$ cat config.mk
export PLATFORM = sky130hd
export DESIGN_NAME = uct_top
export DESIGN_NICKNAME = d
export VERILOG_FILES = /design/src/core/uct_pkg.sv /design/src/core/uct_engine.sv /design/src/core/uct_top.sv
export SDC_FILE = /design/constraint.sdc
export NUM_CORES = 1
export LEC_CHECK = 0
export BUFFER_PORTS_ARGS = -buffer_cell sky130_fd_sc_hd__buf_4
export CORE_MARGIN = 2
export CORE_UTILIZATION = 56
export DETAILED_ROUTE_END_ITERATION = 16
export PLACE_DENSITY = 0.86
export SYNTH_ARGS = -nofsm -noshare
export SYNTH_HDL_FRONTEND = slang
export SYNTH_SLANG_ARGS = --single-unit
export TNS_END_PERCENT = 5
$ cat constraint.sdc
create_clock -name clk_i -period 3.2 [get_ports clk_i]
set_input_delay 0.16 -clock clk_i [delete_from_list [all_inputs] [get_ports clk_i]]
set_output_delay 0.16 -clock clk_i [all_outputs]
set_load 0.005 [all_outputs]
$ cat src/core/uct_pkg.sv
// Shared constants and types for the counter/timer and output port block
package uct_pkg;

   // Register addresses on the 4-bit address lines
   localparam logic [3:0] UCT_ADDR_AUX_CTRL = 4'h4;
   localparam logic [3:0] UCT_ADDR_IRQ_STATUS = 4'h5;
   localparam logic [3:0] UCT_ADDR_PRESET_HIGH = 4'h6;
   localparam logic [3:0] UCT_ADDR_PRESET_LOW = 4'h7;
   localparam logic [3:0] UCT_ADDR_OUT_CFG = 4'hD;
   localparam logic [3:0] UCT_ADDR_CMD_START = 4'hE;
   localparam logic [3:0] UCT_ADDR_CMD_STOP = 4'hF;
   localparam logic [3:0] UCT_ADDR_LATCH_SET = 4'hE;
   localparam logic [3:0] UCT_ADDR_LATCH_CLEAR = 4'hF;

   // Field positions
   localparam int UCT_AUX_MODE_LSB = 4;
   localparam int UCT_AUX_MODE_MSB = 6;
   localparam int UCT_MODE_TIMER_BIT = 2;
   localparam int UCT_STATUS_READY_BIT = 3;
   localparam int UCT_OUT_CFG_PIN3_LSB = 2;
   localparam int UCT_OUT_CFG_PIN3_MSB = 3;
   localparam int UCT_PIN_THREE = 3;

   // Field values
   localparam logic [1:0] UCT_PIN3_SRC_CT = 2'h1;
   localparam logic [15:0] UCT_PRESET_MIN = 16'h0002;
   localparam logic [15:0] UCT_COUNT_LAST = 16'h0001;
   localparam logic [15:0] UCT_COUNT_ONE = 16'h0001;
   localparam logic [3:0] UCT_DIV16_LAST = 4'hF;
   localparam logic [3:0] UCT_DIV16_ONE = 4'h1;

   // Reset values
   localparam logic [7:0] UCT_AUX_CTRL_RST = 8'h00;
   localparam logic [7:0] UCT_OUT_CFG_RST = 8'h00;
   localparam logic [7:0] UCT_LATCH_RST = 8'h00;
   localparam logic [7:0] UCT_BYTE_ZERO = 8'h00;
   localparam logic [15:0] UCT_PRESET_RST = 16'h0002;
   localparam logic [15:0] UCT_COUNT_RST = 16'h0000;
   localparam logic [3:0] UCT_DIV_RST = 4'h0;
   localparam logic [7:0] UCT_PINS_RST = 8'hFF;

   // Host bus pins as sampled
   typedef struct packed {
      logic cs_b;
      logic rd_b;
      logic wr_b;
      logic [3:0] addr;
      logic [7:0] data;
   } uct_bus_t;

   // Controls passed to the count engine
   typedef struct packed {
      logic start;
      logic stop;
      logic timer;
      logic tick;
   } uct_ctl_t;

   typedef enum logic {
      UCT_IDLE = 1'b0,
      UCT_RUN = 1'b1
   } uct_run_t;

endpackage

$ cat src/core/uct_engine.sv
// Count engine: 16-bit down counter shared by timer and counter modes
`timescale 1ns/10ps
module uct_engine (
   input wire logic clk_i,
   input wire logic rst_b_i,
   input wire uct_pkg::uct_ctl_t ctl_i,
   input wire logic [15:0] preset_i,
   output logic [15:0] count_o,
   output logic level_o,
   output logic ready_set_o
);
   import uct_pkg::*;

   uct_run_t state_q, state_d;
   logic [15:0] count_q, count_d;
   logic wave_q, wave_d;
   logic zero_q, zero_d;

   wire step = (state_q == UCT_RUN) && ctl_i.tick;
   wire at_end = (count_q == UCT_COUNT_LAST);
   wire halt = ctl_i.stop && !ctl_i.timer;
   wire [15:0] count_dec = count_q - UCT_COUNT_ONE;

   // A start always wins: it abandons the cycle in progress
   assign state_d = ctl_i.start ? UCT_RUN : (halt ? UCT_IDLE : state_q);
   assign count_d = ctl_i.start ? preset_i :
                    (halt || !step) ? count_q :
                    (ctl_i.timer && at_end) ? preset_i : count_dec;
   assign wave_d = ctl_i.start ? 1'b1 :
                   (step && ctl_i.timer && at_end) ? !wave_q : wave_q;
   assign zero_d = (ctl_i.start || halt) ? 1'b0 :
                   (step && !ctl_i.timer && at_end) ? 1'b1 : zero_q;
   // Timer flags once per full wave: only when the low half ends
   assign ready_set_o = step && at_end && !ctl_i.start && !halt &&
                        (!ctl_i.timer || !wave_q);
   assign level_o = ctl_i.timer ? wave_q : !zero_q;
   assign count_o = count_q;

   always_ff @(posedge clk_i or negedge rst_b_i) begin
      if (!rst_b_i) begin
         state_q <= UCT_IDLE;
         count_q <= UCT_COUNT_RST;
         wave_q <= 1'b1;
         zero_q <= 1'b0;
      end else begin
         state_q <= state_d;
         count_q <= count_d;
         wave_q <= wave_d;
         zero_q <= zero_d;
      end
   end
endmodule

$ cat src/core/uct_top.sv
// Counter/timer with output port latch, reached over the host parallel bus
`timescale 1ns/10ps
// Summary of operation
// - Preset is high byte register over low byte register, sixteen bits total.
// - Preset registers are write-only; reads never return the preset.
// - Timer mode square wave period is twice the preset in timer clocks.
// - Idle until a start command: a read at address 1110.
// - After first start, timer mode runs on without further commands.
// - Each start abandons the current cycle and reloads from the preset.
// - Timer preset change waits for the current half period to end.
// - Timer sets ready once per wave; stop read clears it, timer keeps running.
// - Pin three carries the timer wave when selected as counter output.
// - Counter mode decrements from the preset only after a start.
// - Counter reaching zero sets the ready bit.
// - Counter keeps decrementing past zero until stopped.
// - Counter pin three high until zero then low; stop restores high.
// - Counter takes a new preset only at the next start.
// - Host may read the live count bytes; stop first to avoid carries.
// - Source config picks pins two to seven; pins zero and one elsewhere. Here only the pin three field is decoded; all other pins follow the latch.
// - A pin sourced by the latch shows the inverted latch bit.
// - Set and clear commands touch only latch bits given as ones.
// - Three-bit mode field: bit two set means timer, else counter.
module uct_top (
   input wire logic clk_i,
   input wire logic rst_b_i,
   input wire uct_pkg::uct_bus_t bus_i,
   output logic [7:0] data_o,
   output logic data_oe_o,
   output logic [7:0] out_pins_o
);
   import uct_pkg::*;

   // Bus pins are asynchronous to clk_i: two flops, then a history stage
   uct_bus_t sync1_q, sync2_q, hist_q;

   always_ff @(posedge clk_i or negedge rst_b_i) begin
      if (!rst_b_i) begin
         sync1_q <= '1;
         sync2_q <= '1;
         hist_q <= '1;
      end else begin
         sync1_q <= bus_i;
         sync2_q <= sync1_q;
         hist_q <= sync2_q;
      end
   end

   // Access decode on the leading edge of a strobe
   wire rd_now = !sync2_q.cs_b && !sync2_q.rd_b;
   wire rd_was = !hist_q.cs_b && !hist_q.rd_b;
   wire wr_now = !sync2_q.cs_b && !sync2_q.wr_b;
   wire wr_was = !hist_q.cs_b && !hist_q.wr_b;
   wire rd_go = rd_now && !rd_was;
   wire wr_go = wr_now && !wr_was;
   wire [3:0] addr = sync2_q.addr;
   wire [7:0] wdata = sync2_q.data;

   wire cmd_start = rd_go && (addr == UCT_ADDR_CMD_START);
   wire cmd_stop = rd_go && (addr == UCT_ADDR_CMD_STOP);
   wire wr_aux = wr_go && (addr == UCT_ADDR_AUX_CTRL);
   wire wr_pre_hi = wr_go && (addr == UCT_ADDR_PRESET_HIGH);
   wire wr_pre_lo = wr_go && (addr == UCT_ADDR_PRESET_LOW);
   wire wr_out_cfg = wr_go && (addr == UCT_ADDR_OUT_CFG);
   wire wr_set = wr_go && (addr == UCT_ADDR_LATCH_SET);
   wire wr_clear = wr_go && (addr == UCT_ADDR_LATCH_CLEAR);

   // Software-visible registers
   logic [7:0] aux_q, aux_d;
   logic [7:0] pre_hi_q, pre_hi_d;
   logic [7:0] pre_lo_q, pre_lo_d;
   logic [7:0] out_cfg_q, out_cfg_d;
   logic [7:0] latch_q, latch_d;
   logic ready_q, ready_d;

   assign aux_d = wr_aux ? wdata : aux_q;
   assign pre_hi_d = wr_pre_hi ? wdata : pre_hi_q;
   assign pre_lo_d = wr_pre_lo ? wdata : pre_lo_q;
   assign out_cfg_d = wr_out_cfg ? wdata : out_cfg_q;

   // Set and clear live at different addresses, so they never collide
   assign latch_d = wr_set ? (latch_q | wdata) :
                    wr_clear ? (latch_q & ~wdata) : latch_q;

   wire [15:0] preset = {pre_hi_q, pre_lo_q};

   // Mode field: bit 2 picks timer, 010 is reserved and runs as counter
   wire [2:0] mode = aux_q[UCT_AUX_MODE_MSB:UCT_AUX_MODE_LSB];
   wire timer_mode = mode[UCT_MODE_TIMER_BIT];
   // Codes 011, 101 and 111 divide by sixteen; external sources are not
   // brought into this block, so every other code counts clk_i directly
   wire div16_sel = mode[0] && (mode[1] || mode[2]);

   logic [3:0] div_q, div_d;
   assign div_d = div_q + UCT_DIV16_ONE;
   wire tick = div16_sel ? (div_q == UCT_DIV16_LAST) : 1'b1;

   uct_ctl_t ctl;
   assign ctl.start = cmd_start;
   assign ctl.stop = cmd_stop;
   assign ctl.timer = timer_mode;
   assign ctl.tick = tick;

   logic [15:0] live_count;
   logic ct_level;
   logic ready_set;

   uct_engine u_engine (
      .clk_i(clk_i),
      .rst_b_i(rst_b_i),
      .ctl_i(ctl),
      .preset_i(preset),
      .count_o(live_count),
      .level_o(ct_level),
      .ready_set_o(ready_set)
   );

   // A timer terminal event in the same cycle as a stop keeps the flag set
   assign ready_d = ready_set || (ready_q && !cmd_stop);

   // Read data: preset addresses return the live count, never the preset
   logic [7:0] rd_mux;
   assign rd_mux = (addr == UCT_ADDR_PRESET_HIGH) ? live_count[15:8] :
                   (addr == UCT_ADDR_PRESET_LOW) ? live_count[7:0] :
                   (addr == UCT_ADDR_IRQ_STATUS) ?
                      (UCT_BYTE_ZERO | ({7'h00, ready_q} << UCT_STATUS_READY_BIT)) :
                   UCT_BYTE_ZERO;

   logic [7:0] data_q, data_d;
   logic oe_q;
   assign data_d = rd_go ? rd_mux : data_q;

   // Output pins: latch bits show inverted; pin three may carry the timer
   wire pin3_ct = (out_cfg_q[UCT_OUT_CFG_PIN3_MSB:UCT_OUT_CFG_PIN3_LSB] == UCT_PIN3_SRC_CT);
   logic [7:0] pins_d;
   logic [7:0] pins_q;

   // Pins zero and one would follow mode and command register sources;
   // those flow-control sources are not in this block, so the latch drives them
   genvar gi;
   generate
      for (gi = 0; gi < 8; gi++) begin : g_pin
         if (gi == UCT_PIN_THREE) begin : g_three
            assign pins_d[gi] = pin3_ct ? ct_level : !latch_q[gi];
         end else begin : g_plain
            assign pins_d[gi] = !latch_q[gi];
         end
      end
   endgenerate

   always_ff @(posedge clk_i or negedge rst_b_i) begin
      if (!rst_b_i) begin
         aux_q <= UCT_AUX_CTRL_RST;
         pre_hi_q <= UCT_PRESET_RST[15:8];
         pre_lo_q <= UCT_PRESET_RST[7:0];
         out_cfg_q <= UCT_OUT_CFG_RST;
         latch_q <= UCT_LATCH_RST;
         ready_q <= 1'b0;
         div_q <= UCT_DIV_RST;
      end else begin
         aux_q <= aux_d;
         pre_hi_q <= pre_hi_d;
         pre_lo_q <= pre_lo_d;
         out_cfg_q <= out_cfg_d;
         latch_q <= latch_d;
         ready_q <= ready_d;
         div_q <= div_d;
      end
   end

   always_ff @(posedge clk_i or negedge rst_b_i) begin
      if (!rst_b_i) begin
         data_q <= UCT_BYTE_ZERO;
         oe_q <= 1'b0;
         pins_q <= UCT_PINS_RST;
      end else begin
         data_q <= data_d;
         oe_q <= rd_now;
         pins_q <= pins_d;
      end
   end

   assign data_o = data_q;
   assign data_oe_o = oe_q;
   assign out_pins_o = pins_q;
endmodule

==> flow_metrics.env, run 1 <==
export IMPL_setup_tns_ns=0
export IMPL_rrSetupSlack_ns=0.57
export IMPL_cp_required_ns=3.47
export IMPL_die_h_um=90.0
export IMPL_track_usage_pct=21.1
export IMPL_total_power_uw=3120
export IMPL_clock_skew_ns=0.00755
export IMPL_die_area_um2=8090
export IMPL_hold_path_class="in -> async"
export IMPL_antenna_found_initial=0
export IMPL_postRouteAntennaNets=0
export IMPL_place_congestion=0.950
export IMPL_syn_nets=357
export IMPL_synth_xor_area_share_pct=0.423
export IMPL_power_density_nw_per_um2=646
export IMPL_cts_buffers=9
export IMPL_wl_per_cell_um=16.3
export IMPL_synth_area_um2=4140
export IMPL_drc_errors=0
export IMPL_synth_seq_area_share_pct=63.6
export IMPL_fillers=539
export IMPL_grt_ovfl_total=0
export IMPL_period_share_pct=82.1
export IMPL_drtIter0Drc=261
export IMPL_fmaxAchievable_mhz=380
export IMPL_cts_resized_gates=0
export IMPL_synth_warning_count=0
export IMPL_insertion_delay_ns=0.37
export IMPL_die_width_um=90.0
export IMPL_r2r_cells=8
export IMPL_synth_compound_area_share_pct=8.92
export IMPL_end_kind="register"
export IMPL_whs_ns=-0.0231
export IMPL_worst_slew_pin_slew_ns=1.10
export IMPL_htreeDepth=3
export IMPL_grt_pass1_vias=2739
export IMPL_grt_max_degree=94
export IMPL_grt_first_pass_wirelength_um=13400
export IMPL_synth_cell_types=37
export IMPL_clock_tree_root_cell="clkbuf_8"
export IMPL_io_pins=34
export IMPL_drtPass1Iterations=4
export IMPL_ir_drop_mv=0.425
export IMPL_start_kind="register"
export IMPL_worstSetupPathType="reg -> reg"
export IMPL_layout_drive_gt1_share_pct=32.3
export IMPL_portBuffers=33
export IMPL_timing_rr_start="u_engine.count_o[1]"
export IMPL_synthMuxAreaShare_pct=11.6
export IMPL_vias=2765
export IMPL_yosys_area_share_simple_pct=11.2
export IMPL_avgViaCountPerCell=5.62
export IMPL_setup_viol=0
export IMPL_hold_viol=3
export IMPL_clock_path_buffers=2
export IMPL_violations="negative hold slack"
export IMPL_syn_inst=337
export IMPL_rsz0062_at_grt="no"
export IMPL_nNetsFinal=408
export IMPL_clkTransAtPathRegs_ns=0.10
export IMPL_dp_hpwl_um=5480
export IMPL_maxCapViolations=0
export IMPL_antennaDiodeCount=0
export IMPL_routed_wl_um=8000
export IMPL_clock_sinks=103
export IMPL_cts_tree="built"
export IMPL_syn_to_final_growth_pct=16.8
export IMPL_slew_headroom_pct=27.0
export IMPL_syn_avg_cell_area_um2=12.3
export IMPL_synth_seq_cells=103
export IMPL_crit_arrival_ns=2.90
export IMPL_fp_coreArea_um2=7210
export IMPL_finalCriticalPeriod_ns=2.63
export IMPL_synth_top_family_by_area="multiplexers"
export IMPL_status="finished with violations"
export IMPL_leakage_uw=0.00212
export IMPL_start_util_pct=57.4
export IMPL_r2r_end="u_engine.count_o[7]"
export IMPL_synth_fa_ha_area_share_pct=0.907
export IMPL_num_rows=31
export IMPL_crit_fanout=17
export IMPL_report_final_slew_viol_count=0
[power by group]
group | internal (uW) | switching [uW]
clock | 315 | 457
combinational | 287 | 293
sequential | 1550 | 223
[how the worst max path moves through the flow]
stage	end	depth (start not counted)	from	slack (ns)
detailed placement	u_engine.count_o[7]	8	u_engine.count_o[1]	0.60
finish	u_engine.count_o[7]	8	u_engine.count_o[1]	0.57
floorplan	u_engine.wave_q	7	u_engine.count_o[8]	0.71
global route	u_engine.count_o[7]	8	u_engine.count_o[1]	0.45
CTS	u_engine.count_o[7]	8	u_engine.count_o[1]	0.60
global placement	u_engine.count_o[7]	8	u_engine.count_o[1]	0.65
[what timing repair did]
item | 4_1_cts | 5_1_grt
endpoints found under the setup margin | 0 | 0
hold endpoints to repair | 15 | 0
buffers inserted | 0 | 0
hold buffers | 15 | 0
[area by class of cell]
| cell class | count | area (um2) | area share, % |
|---|---|---|---|
| sequential | 103 | 2630 | 54.5 |
| multi-input combinational | 200 | 1370 | 28.3 |
| tap | 99 | 124 | 2.56 |
| inverter | 19 | 71.3 | 1.48 |
| clock buffer | 10 | 138 | 2.85 |
| timing repair buffer | 55 | 450 | 9.32 |
| clock inverter | 6 | 50.0 | 1.04 |
[cell usage after synthesis]
| master | count | area share, % |
|---|---|---|
| a21oi_1 | 10 | 1.2 |
| nor3_1 | 8 | 0.97 |
| a21boi_0 | 1 | 0.18 |
| nand3_1 | 9 | 1.1 |
| a31oi_1 | 1 | 0.15 |
| xnor2_1 | 1 | 0.21 |
| o21a_1 | 1 | 0.18 |
| clkbuf_1 | 11 | 1.0 |
| o2bb2ai_1 | 9 | 1.9 |
| nor2b_1 | 2 | 0.30 |
| dfstp_2 | 43 | 27 |
| a22oi_1 | 10 | 1.8 |
| o32ai_1 | 1 | 0.21 |
| ha_1 | 3 | 0.91 |
| or4_1 | 6 | 1.1 |
| or4b_2 | 2 | 0.48 |
| and4_1 | 1 | 0.21 |
| or3_1 | 4 | 0.60 |
| dfrtp_1 | 60 | 36 |
| or4_4 | 2 | 0.54 |
| a22o_1 | 1 | 0.21 |
| inv_1 | 19 | 1.7 |
| xor2_1 | 1 | 0.21 |
| o22a_1 | 1 | 0.21 |
| o211ai_1 | 1 | 0.18 |
| nor2_1 | 26 | 2.4 |
| o21ai_0 | 22 | 2.7 |
| buf_6 | 1 | 0.27 |
| nor4_1 | 7 | 1.1 |
| clkbuf_2 | 1 | 0.12 |
| mux2_2 | 22 | 6.0 |
| nor3b_1 | 1 | 0.18 |
| nand2_1 | 21 | 1.9 |
| buf_2 | 2 | 0.24 |
| and3_1 | 1 | 0.15 |
| mux2i_1 | 23 | 5.6 |
| or2_2 | 2 | 0.30 |
[flip-flops by register name, summed over array words and instances (netlist names), 8 cells and up, named ones only]
| register | count |
|---|---|
| u_engine.count_o | 16 |
| pre_hi_q | 8 |
| sync1_q | 15 |
| data_o | 8 |
| out_pins_o | 8 |
| pre_lo_q | 8 |
| wdata | 8 |
[layout by cell type, fill, tap and decap left out, types with 3 or more instances in the layout]
cell type      netlist  final
a21oi_1             10     10
dlygate4sd3_1        0     15
or4_1                6      6
nor2_1              26     26
ha_1                 3      3
nand3_1              9      9
mux2_2              22     22
o21ai_0             22     22
nor4_1               7      7
or3_1                4      4
dfrtp_1             60     60
o2bb2ai_1            9      9
nand2_1             21     21
mux2i_1             23     23
clkbuf_8             0     10
nor3_1               8      8
a22oi_1             10     10
buf_4                0     40
inv_1               19     19
dfstp_2             43     43
[per-stage QoR]
step	utilization [%]	area (um2)	instances	setup slack, ns
after detailed placement	62.3	4490	461	0.598
after floorplan	-	4140	337	0.709
after CTS	67.0	4830	492	0.597
final	67.0	4830	492	0.571
after global routing	67.0	4830	492	0.453
after global placement	62.3	4490	461	0.652
[layer usage]
layer  global-route usage (%)  routed length, um  vias to the layer above  share of wire (%)
li1                         -                  -                     1293                  -
met1                     29.4               3660                     1372                 46
met2                     32.4               3720                       82                 46
met3                     5.11                437                       18                5.5
met4                     8.08                182                        0                2.3
met5                        0                  0                        -                  0
[cell families after synthesis]
group / Yosys count
DFF: 103
and+or+nand+nor: 92
AOI/OAI and AO/OA: 58
muxes: 45
buffers and inverters: 34
adders and majority gates: 3
xor gates and xnor gates: 2
[critical path, cell delays in order (launching register included)]
cell	delay (ns)
dfrtp_1	0.43
inv_1	0.09
ha_1	0.14
or4b_2	0.62
or4_1	0.55
nand2_1	0.12
buf_4	0.24
o21ai_0	0.12
a22o_1	0.23
No activity file was read; power rests on OpenSTA's default activity.
==> run 2, diff against run 1 <==
- ABC_AREA: default -> 1
- CORE_UTILIZATION: 56 -> 54
- PLACE_DENSITY: 0.86 -> 0.87
- clock period: 3.2 -> 2.3 ns (I/O delays scaled with it)
==> run 2 against run 1 <==
First-iteration DRC count increased by 32%. Cell count increased by 32%. Largest power group unchanged. The run now ends clean. Utilization decreased by 1.6 points. Critical endpoint is now pre_hi_q[4]. Via count grew 22%. Largest cell class unchanged. Highest routed layer unchanged. Total power up 55%. Sequential share of layout area is 2.9 points lower.
==> flow_metrics.env, run 2 <==
export IMPL_syn_to_final_growth_pct=16.0
export IMPL_setup_tns_ns=0
export IMPL_track_usage_pct=22.8
export IMPL_htreeDepth=3
export IMPL_synth_xor_area_share_pct=0.995
export IMPL_start_util_pct=56.4
export IMPL_path_delay_family="simple AND/OR/NAND/NOR gates"
export IMPL_setup_slack_ns=0.284
export IMPL_report_final_slew_viol_count=0
export IMPL_synth_ff_type="dfrtp_1"
export IMPL_syn_nets=505
export IMPL_fmaxAchievable_mhz=496
export IMPL_drtIter0Drc=345
export IMPL_die_width_um=94.3
export IMPL_place_ws_ns=0.372
export IMPL_hold_path_class="in -> async"
export IMPL_postCtsHoldBufs=16
export IMPL_fp_coreArea_um2=7810
export IMPL_nNetsFinal=562
export IMPL_synth_fa_ha_area_share_pct=0.853
export IMPL_cts_resized_gates=0
export IMPL_worst_path_stages=4
export IMPL_avgViaCountPerCell=5.20
export IMPL_rsz0062_at_grt="no"
export IMPL_dp_hpwl_um=6380
export IMPL_final_common_cell="nand2_1"
export IMPL_layout_common_cells="154 x nand2_1, 63 x inv_1, 60 x dfrtp_1, 43 x dfstp_2, 40 x nor2_1"
export IMPL_p_seq_share_pct=49.3
export IMPL_synth_common_cells="154 x nand2_1, 63 x inv_1, 60 x dfrtp_1, 43 x dfstp_2, 40 x nor2_1"
export IMPL_critPathCapture="pre_hi_q[4]"
export IMPL_maxCapViolations=0
export IMPL_post_cts_setup_buffer_count=0
export IMPL_multi_input_area_um2=1460
export IMPL_layout_drive_gt1_share_pct=21.0
export IMPL_drtPass1Iterations=5
export IMPL_crit_arrival_ns=2.28
export IMPL_antennaDiodeCount=0
export IMPL_whs_ns=0.255
export IMPL_synth_area_um2=4400
export IMPL_synth_warning_count=0
export IMPL_largest_reg_flops=16
export IMPL_postRouteAntennaNets=0
export IMPL_syn_inst=485
export IMPL_synthMuxAreaShare_pct=0
export IMPL_cts_buffers=9
export IMPL_dp_cells=617
export IMPL_timing_rr_start="addr[2]"
export IMPL_finalCriticalPeriod_ns=2.02
export IMPL_synthTopCellsByArea="dfrtp_1 34%, dfstp_2 26%, nand2_1 13%, inv_1 5.4%, o21ai_0 3.9%"
export IMPL_p_int_uw=3130
export IMPL_r2r_cells=4
export IMPL_start_kind="register"
export IMPL_antenna_found_initial=0
export IMPL_clock_power_share_pct=23.4
export IMPL_end_kind="register"
export IMPL_synth_async_reset_ratio_pct=100
export IMPL_hold_viol=0
export IMPL_fin_area_um2=5100
export IMPL_worst_slew_pin_slew_ns=0.643
export IMPL_grt_pass1_vias=3212
export IMPL_insertion_delay_ns=0.38
export IMPL_synth_seq_area_share_pct=59.8
export IMPL_crit_fanout=16
export IMPL_place_congestion=0.960
export IMPL_cp_required_ns=2.56
export IMPL_clock_skew_ns=0.0134
export IMPL_wl_per_cell_um=14.1
export IMPL_cts_tree="built"
export IMPL_routed_wl_um=9160
export IMPL_crit_chain="inv_1, nor2_1, nand4_1, o21ai_0"
export IMPL_synth_edff_count=0
export IMPL_clkTransAtPathRegs_ns=0.11
export IMPL_comb_power_share_pct=27.2
export IMPL_rrSetupSlack_ns=0.28
export IMPL_path_buf_inv=1
export IMPL_fillers=609
export IMPL_period_share_pct=87.7
export IMPL_slew_headroom_pct=57.0
export IMPL_grt_max_degree=42
export IMPL_clock_sinks=103
export IMPL_drc_errors=0
export IMPL_synth_seq_cells=103
export IMPL_dpl_cell_area_um2=4750
export IMPL_die_area_um2=8890
export IMPL_syn_avg_cell_area_um2=9.07
export IMPL_synth_cell_types=31
export IMPL_yosysTopAreaCell="dfrtp_1"
export IMPL_cp_startpoint="addr[2]"
export IMPL_status="completed"
export IMPL_regArea_um2=2630
export IMPL_synth_top_family_by_area="simple AND/OR/NAND/NOR gates"
export IMPL_ir_drop_mv=0.545
export IMPL_synth_top_area_share_pct=34.1
export IMPL_max_stage_delay_ns=0.59
export IMPL_num_rows=32
export IMPL_clock_tree_root_cell="clkbuf_8"
export IMPL_die_h_um=94.3
export IMPL_leakage_uw=0.00247
export IMPL_instances_no_fill=649
export IMPL_vias=3374
export IMPL_clock_path_buffers=2
export IMPL_power_density_nw_per_um2=949
export IMPL_synth_most_common_cell="nand2_1"
export IMPL_grt_first_pass_wirelength_um=15200
export IMPL_r2r_end="pre_hi_q[4]"
export IMPL_setup_viol=0
export IMPL_grt_ovfl_total=0
export IMPL_io_pins=34
export IMPL_p_sw_share_pct=35.4
export IMPL_portBuffers=33
export IMPL_crit_slowest_cell="nand4_1"
export IMPL_synth_compound_area_share_pct=7.22
export IMPL_worstSetupPathType="reg -> reg"
export IMPL_switching_power_uw=1720
export IMPL_yosys_area_share_simple_pct=24.0
run 2: cell types whose count changed after synthesis, sizes merged, moves of 19 or more:
cell   before  now
inv        19   64
mux2       22    0
mux2i      23    0
nand2      21  158
nand3       9   33
nor2       26   45
run 2: cells by family (layout without fill, tap and decap cells):
kind of cell / after synthesis / after routing
buffers and inverters: 73 / 135
and+or+nand+nor: 247 / 247
adders and majority gates: 3 / 3
DFF: 103 / 103
AOI/OAI and AO/OA: 54 / 54
xor gates and xnor gates: 5 / 5
run 2: power groups by stage:
stage | sequential (uW) | combinational [uW] | clock [uW]
2_1_floorplan | 2340 | 975 | 0
3_3_place_gp | 2400 | 1230 | 0
3_5_place_dp | 2410 | 1280 | 0
4_1_cts | 2380 | 1310 | 1140
5_1_grt | 2430 | 1490 | 1230
6_report | 2390 | 1320 | 1130
run 2: how the worst min path moves through the flow:
| stage | start | slack [ns] | cells past startpoint | endpoint |
|---|---|---|---|---|
| finish | rst_b_i | 0.25 | 2 | pre_lo_q[7] |
| global route | rst_b_i | 0.31 | 2 | pre_lo_q[7] |
| CTS | rst_b_i | 0.28 | 2 | pre_lo_q[6] |
| detailed placement | rst_b_i | 0.13 | 1 | pre_lo_q[6] |
| global placement | rst_b_i | 0.13 | 1 | pre_lo_q[6] |
| floorplan | rst_b_i | -0.18 | 0 | async pin |
run 2: metal layers:
layer | share of wire [%] | vias up | track usage [%]
met2 | 48 | 125 | 34.9
met4 | 1.8 | 0 | 8.33
li1 | - | 1628 | -
met1 | 44 | 1607 | 31.5
met3 | 6.0 | 14 | 5.78
met5 | 0 | - | 0
run 2: cell type report:
cell class / instances / area share [%]
sequential: 103 / 51.5
multi-input combinational: 309 / 28.5
timing repair buffer: 55 / 8.87
inverter: 64 / 4.71
clock buffer: 11 / 2.99
tap: 102 / 2.50
clock inverter: 5 / 0.858
run 2: metrics by stage:
step	total power, uW	util [%]
finish	4840	65.4
detailed placement	3690	60.8
global route	5150	65.4
CTS	4830	65.4
global placement	3640	60.8
floorplan	3320	-
run 2: worst reg2reg max path, cell delays in order (launching register included):
cell,delay (ns)
dfstp_2,0.56
inv_1,0.04
nor2_1,0.31
nand4_1,0.59
o21ai_0,0.41
==> run 3, diff against run 2 <==
- BUFFER_PORTS_ARGS: -buffer_cell sky130_fd_sc_hd__buf_4 -> default
- CORE_ASPECT_RATIO: default -> 0.6
- CORE_UTILIZATION: 54 -> 56
- DONT_BUFFER_PORTS: default -> 1
- PLACE_DENSITY: 0.87 -> 0.85
==> run 3 against run 2 <==
The flow now finishes with violations (negative hold slack). Register-to-register slack barely moved. Non-clock buffer count fell by 37. Design area fell by 2.7%. Clock skew decreased by 0.0052 ns. Utilization rose by 1.3 points. Die area shrank 3.2%. Cell count shrank 5.4%. Total power rose by 11%. First-iteration DRC count is the same.
==> flow_metrics.env, run 3 (synthesis gave the netlist of run 2 again) <==
export IMPL_period_share_pct=87.4
export IMPL_p_sw_share_pct=32.9
export IMPL_routed_wl_um=9250
export IMPL_dpl_cell_area_um2=4480
export IMPL_report_final_slew_viol_count=0
export IMPL_place_congestion=0.926
export IMPL_drc_errors=0
export IMPL_post_cts_setup_buffer_count=0
export IMPL_cts_resized_gates=0
export IMPL_clock_sinks=103
export IMPL_nNetsFinal=525
export IMPL_clock_tree_root_cell="clkbuf_16"
export IMPL_track_usage_pct=23.5
export IMPL_worst_slew_pin_slew_ns=0.404
export IMPL_postRouteAntennaNets=0
export IMPL_die_width_um=118
export IMPL_maxCapViolations=0
export IMPL_insertion_delay_ns=0.35
export IMPL_critPathCapture="u_engine.count_o[10]"
export IMPL_setup_viol=0
export IMPL_p_seq_share_pct=45.2
export IMPL_ir_drop_mv=0.528
export IMPL_hold_viol=103
export IMPL_grt_pass1_vias=3191
export IMPL_largest_reg_flops=16
export IMPL_io_pins=34
export IMPL_start_util_pct=59.1
export IMPL_antennaDiodeCount=0
export IMPL_violations="negative hold slack"
export IMPL_syn_to_final_growth_pct=12.9
export IMPL_leakage_uw=0.00235
export IMPL_layout_drive_gt1_share_pct=15.7
export IMPL_postCtsHoldBufs=15
export IMPL_dp_cells=583
export IMPL_clock_power_share_pct=31.6
export IMPL_die_h_um=72.7
export IMPL_finalCriticalPeriod_ns=2.01
export IMPL_end_kind="register"
export IMPL_clock_path_buffers=2
export IMPL_final_common_cell="nand2_1"
export IMPL_crit_arrival_ns=2.25
export IMPL_hold_path_class="in -> async"
export IMPL_fin_area_um2=4970
export IMPL_vias=3275
export IMPL_p_int_uw=3590
export IMPL_fp_coreArea_um2=7450
export IMPL_avgViaCountPerCell=5.33
export IMPL_cp_required_ns=2.54
export IMPL_slew_headroom_pct=73.0
export IMPL_status="finished with violations"
export IMPL_antenna_found_initial=0
export IMPL_cp_startpoint="hist_q[14]"
export IMPL_crit_fanout=27
export IMPL_comb_power_share_pct=23.2
export IMPL_portBuffers=0
export IMPL_r2r_cells=7
export IMPL_rsz0062_at_grt="no"
export IMPL_grt_ovfl_total=0
export IMPL_worstSetupPathType="reg -> reg"
export IMPL_instances_no_fill=614
export IMPL_switching_power_uw=1760
export IMPL_grt_first_pass_wirelength_um=15400
export IMPL_drtIter0Drc=345
export IMPL_clock_skew_ns=0.00813
export IMPL_die_area_um2=8610
export IMPL_grt_max_degree=104
export IMPL_rrSetupSlack_ns=0.29
export IMPL_cts_buffers=9
export IMPL_setup_tns_ns=0
export IMPL_r2r_end="u_engine.count_o[10]"
export IMPL_htreeDepth=3
export IMPL_layout_common_cells="154 x nand2_1, 63 x inv_1, 60 x dfrtp_1, 43 x dfstp_2, 40 x nor2_1"
export IMPL_clkTransAtPathRegs_ns=0.07
export IMPL_whs_ns=-0.540
export IMPL_timing_rr_start="hist_q[14]"
export IMPL_drtPass1Iterations=5
export IMPL_power_density_nw_per_um2=1080
export IMPL_fmaxAchievable_mhz=497
export IMPL_dp_hpwl_um=6240
export IMPL_finish_utilization_pct=66.7
export IMPL_num_rows=24
export IMPL_start_kind="register"
export IMPL_cts_tree="built"
export IMPL_wl_per_cell_um=15.1
## run 3: changes by cell type in the layout (fill, tap and decap cells not counted), sizes merged
cell and change:
buf -36, bufinv +2, clkbuf -1, clkinv -1, dlygate4sd3 -1
## run 3: power groups by stage
stage | logic, uW | clock network [uW] | registers, uW
5_1_grt | 1420 | 1790 | 2440
6_report | 1240 | 1690 | 2420
2_1_floorplan | 975 | 0 | 2340
3_5_place_dp | 1180 | 0 | 2430
4_1_cts | 1210 | 1710 | 2410
3_3_place_gp | 1130 | 0 | 2420
## run 3: worst max-delay path, cell delays in order, from the launching register on
cell     delay [ns]
dfstp_2        0.53
nor2_1         0.04
nor2_1         0.33
nand2_2        0.30
nand2_4        0.36
inv_1          0.18
nand2_1        0.10
nand2_1        0.06
## run 3: metrics by stage
stage | total power, uW | setup slack, ns | hold WS [ns]
after CTS | 5330 | 0.320 | -0.551
after floorplan | 3320 | 0.849 | -0.181
after global routing | 5660 | 0.184 | -0.557
after global placement | 3560 | 0.384 | -0.179
final | 5350 | 0.290 | -0.540
after detailed placement | 3610 | 0.334 | -0.178
## run 3: area by class of cell
| cell class | instances | area, um2 |
|---|---|---|
| Sequential cell | 103 | 2630 |
| Fill cell | 595 | 2480 |
| Multi-Input combinational cell | 309 | 1460 |
| Inverter | 64 | 240 |
| Clock buffer | 10 | 239 |
| Timing Repair Buffer | 18 | 173 |
| Tap cell | 104 | 130 |
| Clock inverter | 6 | 97.6 |
## run 3: how the worst min path moves through the flow
stage                       start               to  slack (ns)  cells past startpoint
after floorplan           rst_b_i        async pin       -0.18                      0
after global placement    rst_b_i        data_oe_o       -0.18                      0
after detailed placement  rst_b_i        data_oe_o       -0.18                      0
after CTS                 rst_b_i         aux_q[6]       -0.55                      0
after global routing      rst_b_i  u_engine.zero_q       -0.56                      0
final                     rst_b_i         aux_q[6]       -0.54                      0
## run 3: per-layer routing
metal	GRT usage [%]	vias to the layer above	wire (um)
li1	-	1558	-
met5	0	-	0
met3	7.03	21	695
met4	7.54	0	163
met2	36.2	126	4070
met1	32.6	1570	4330
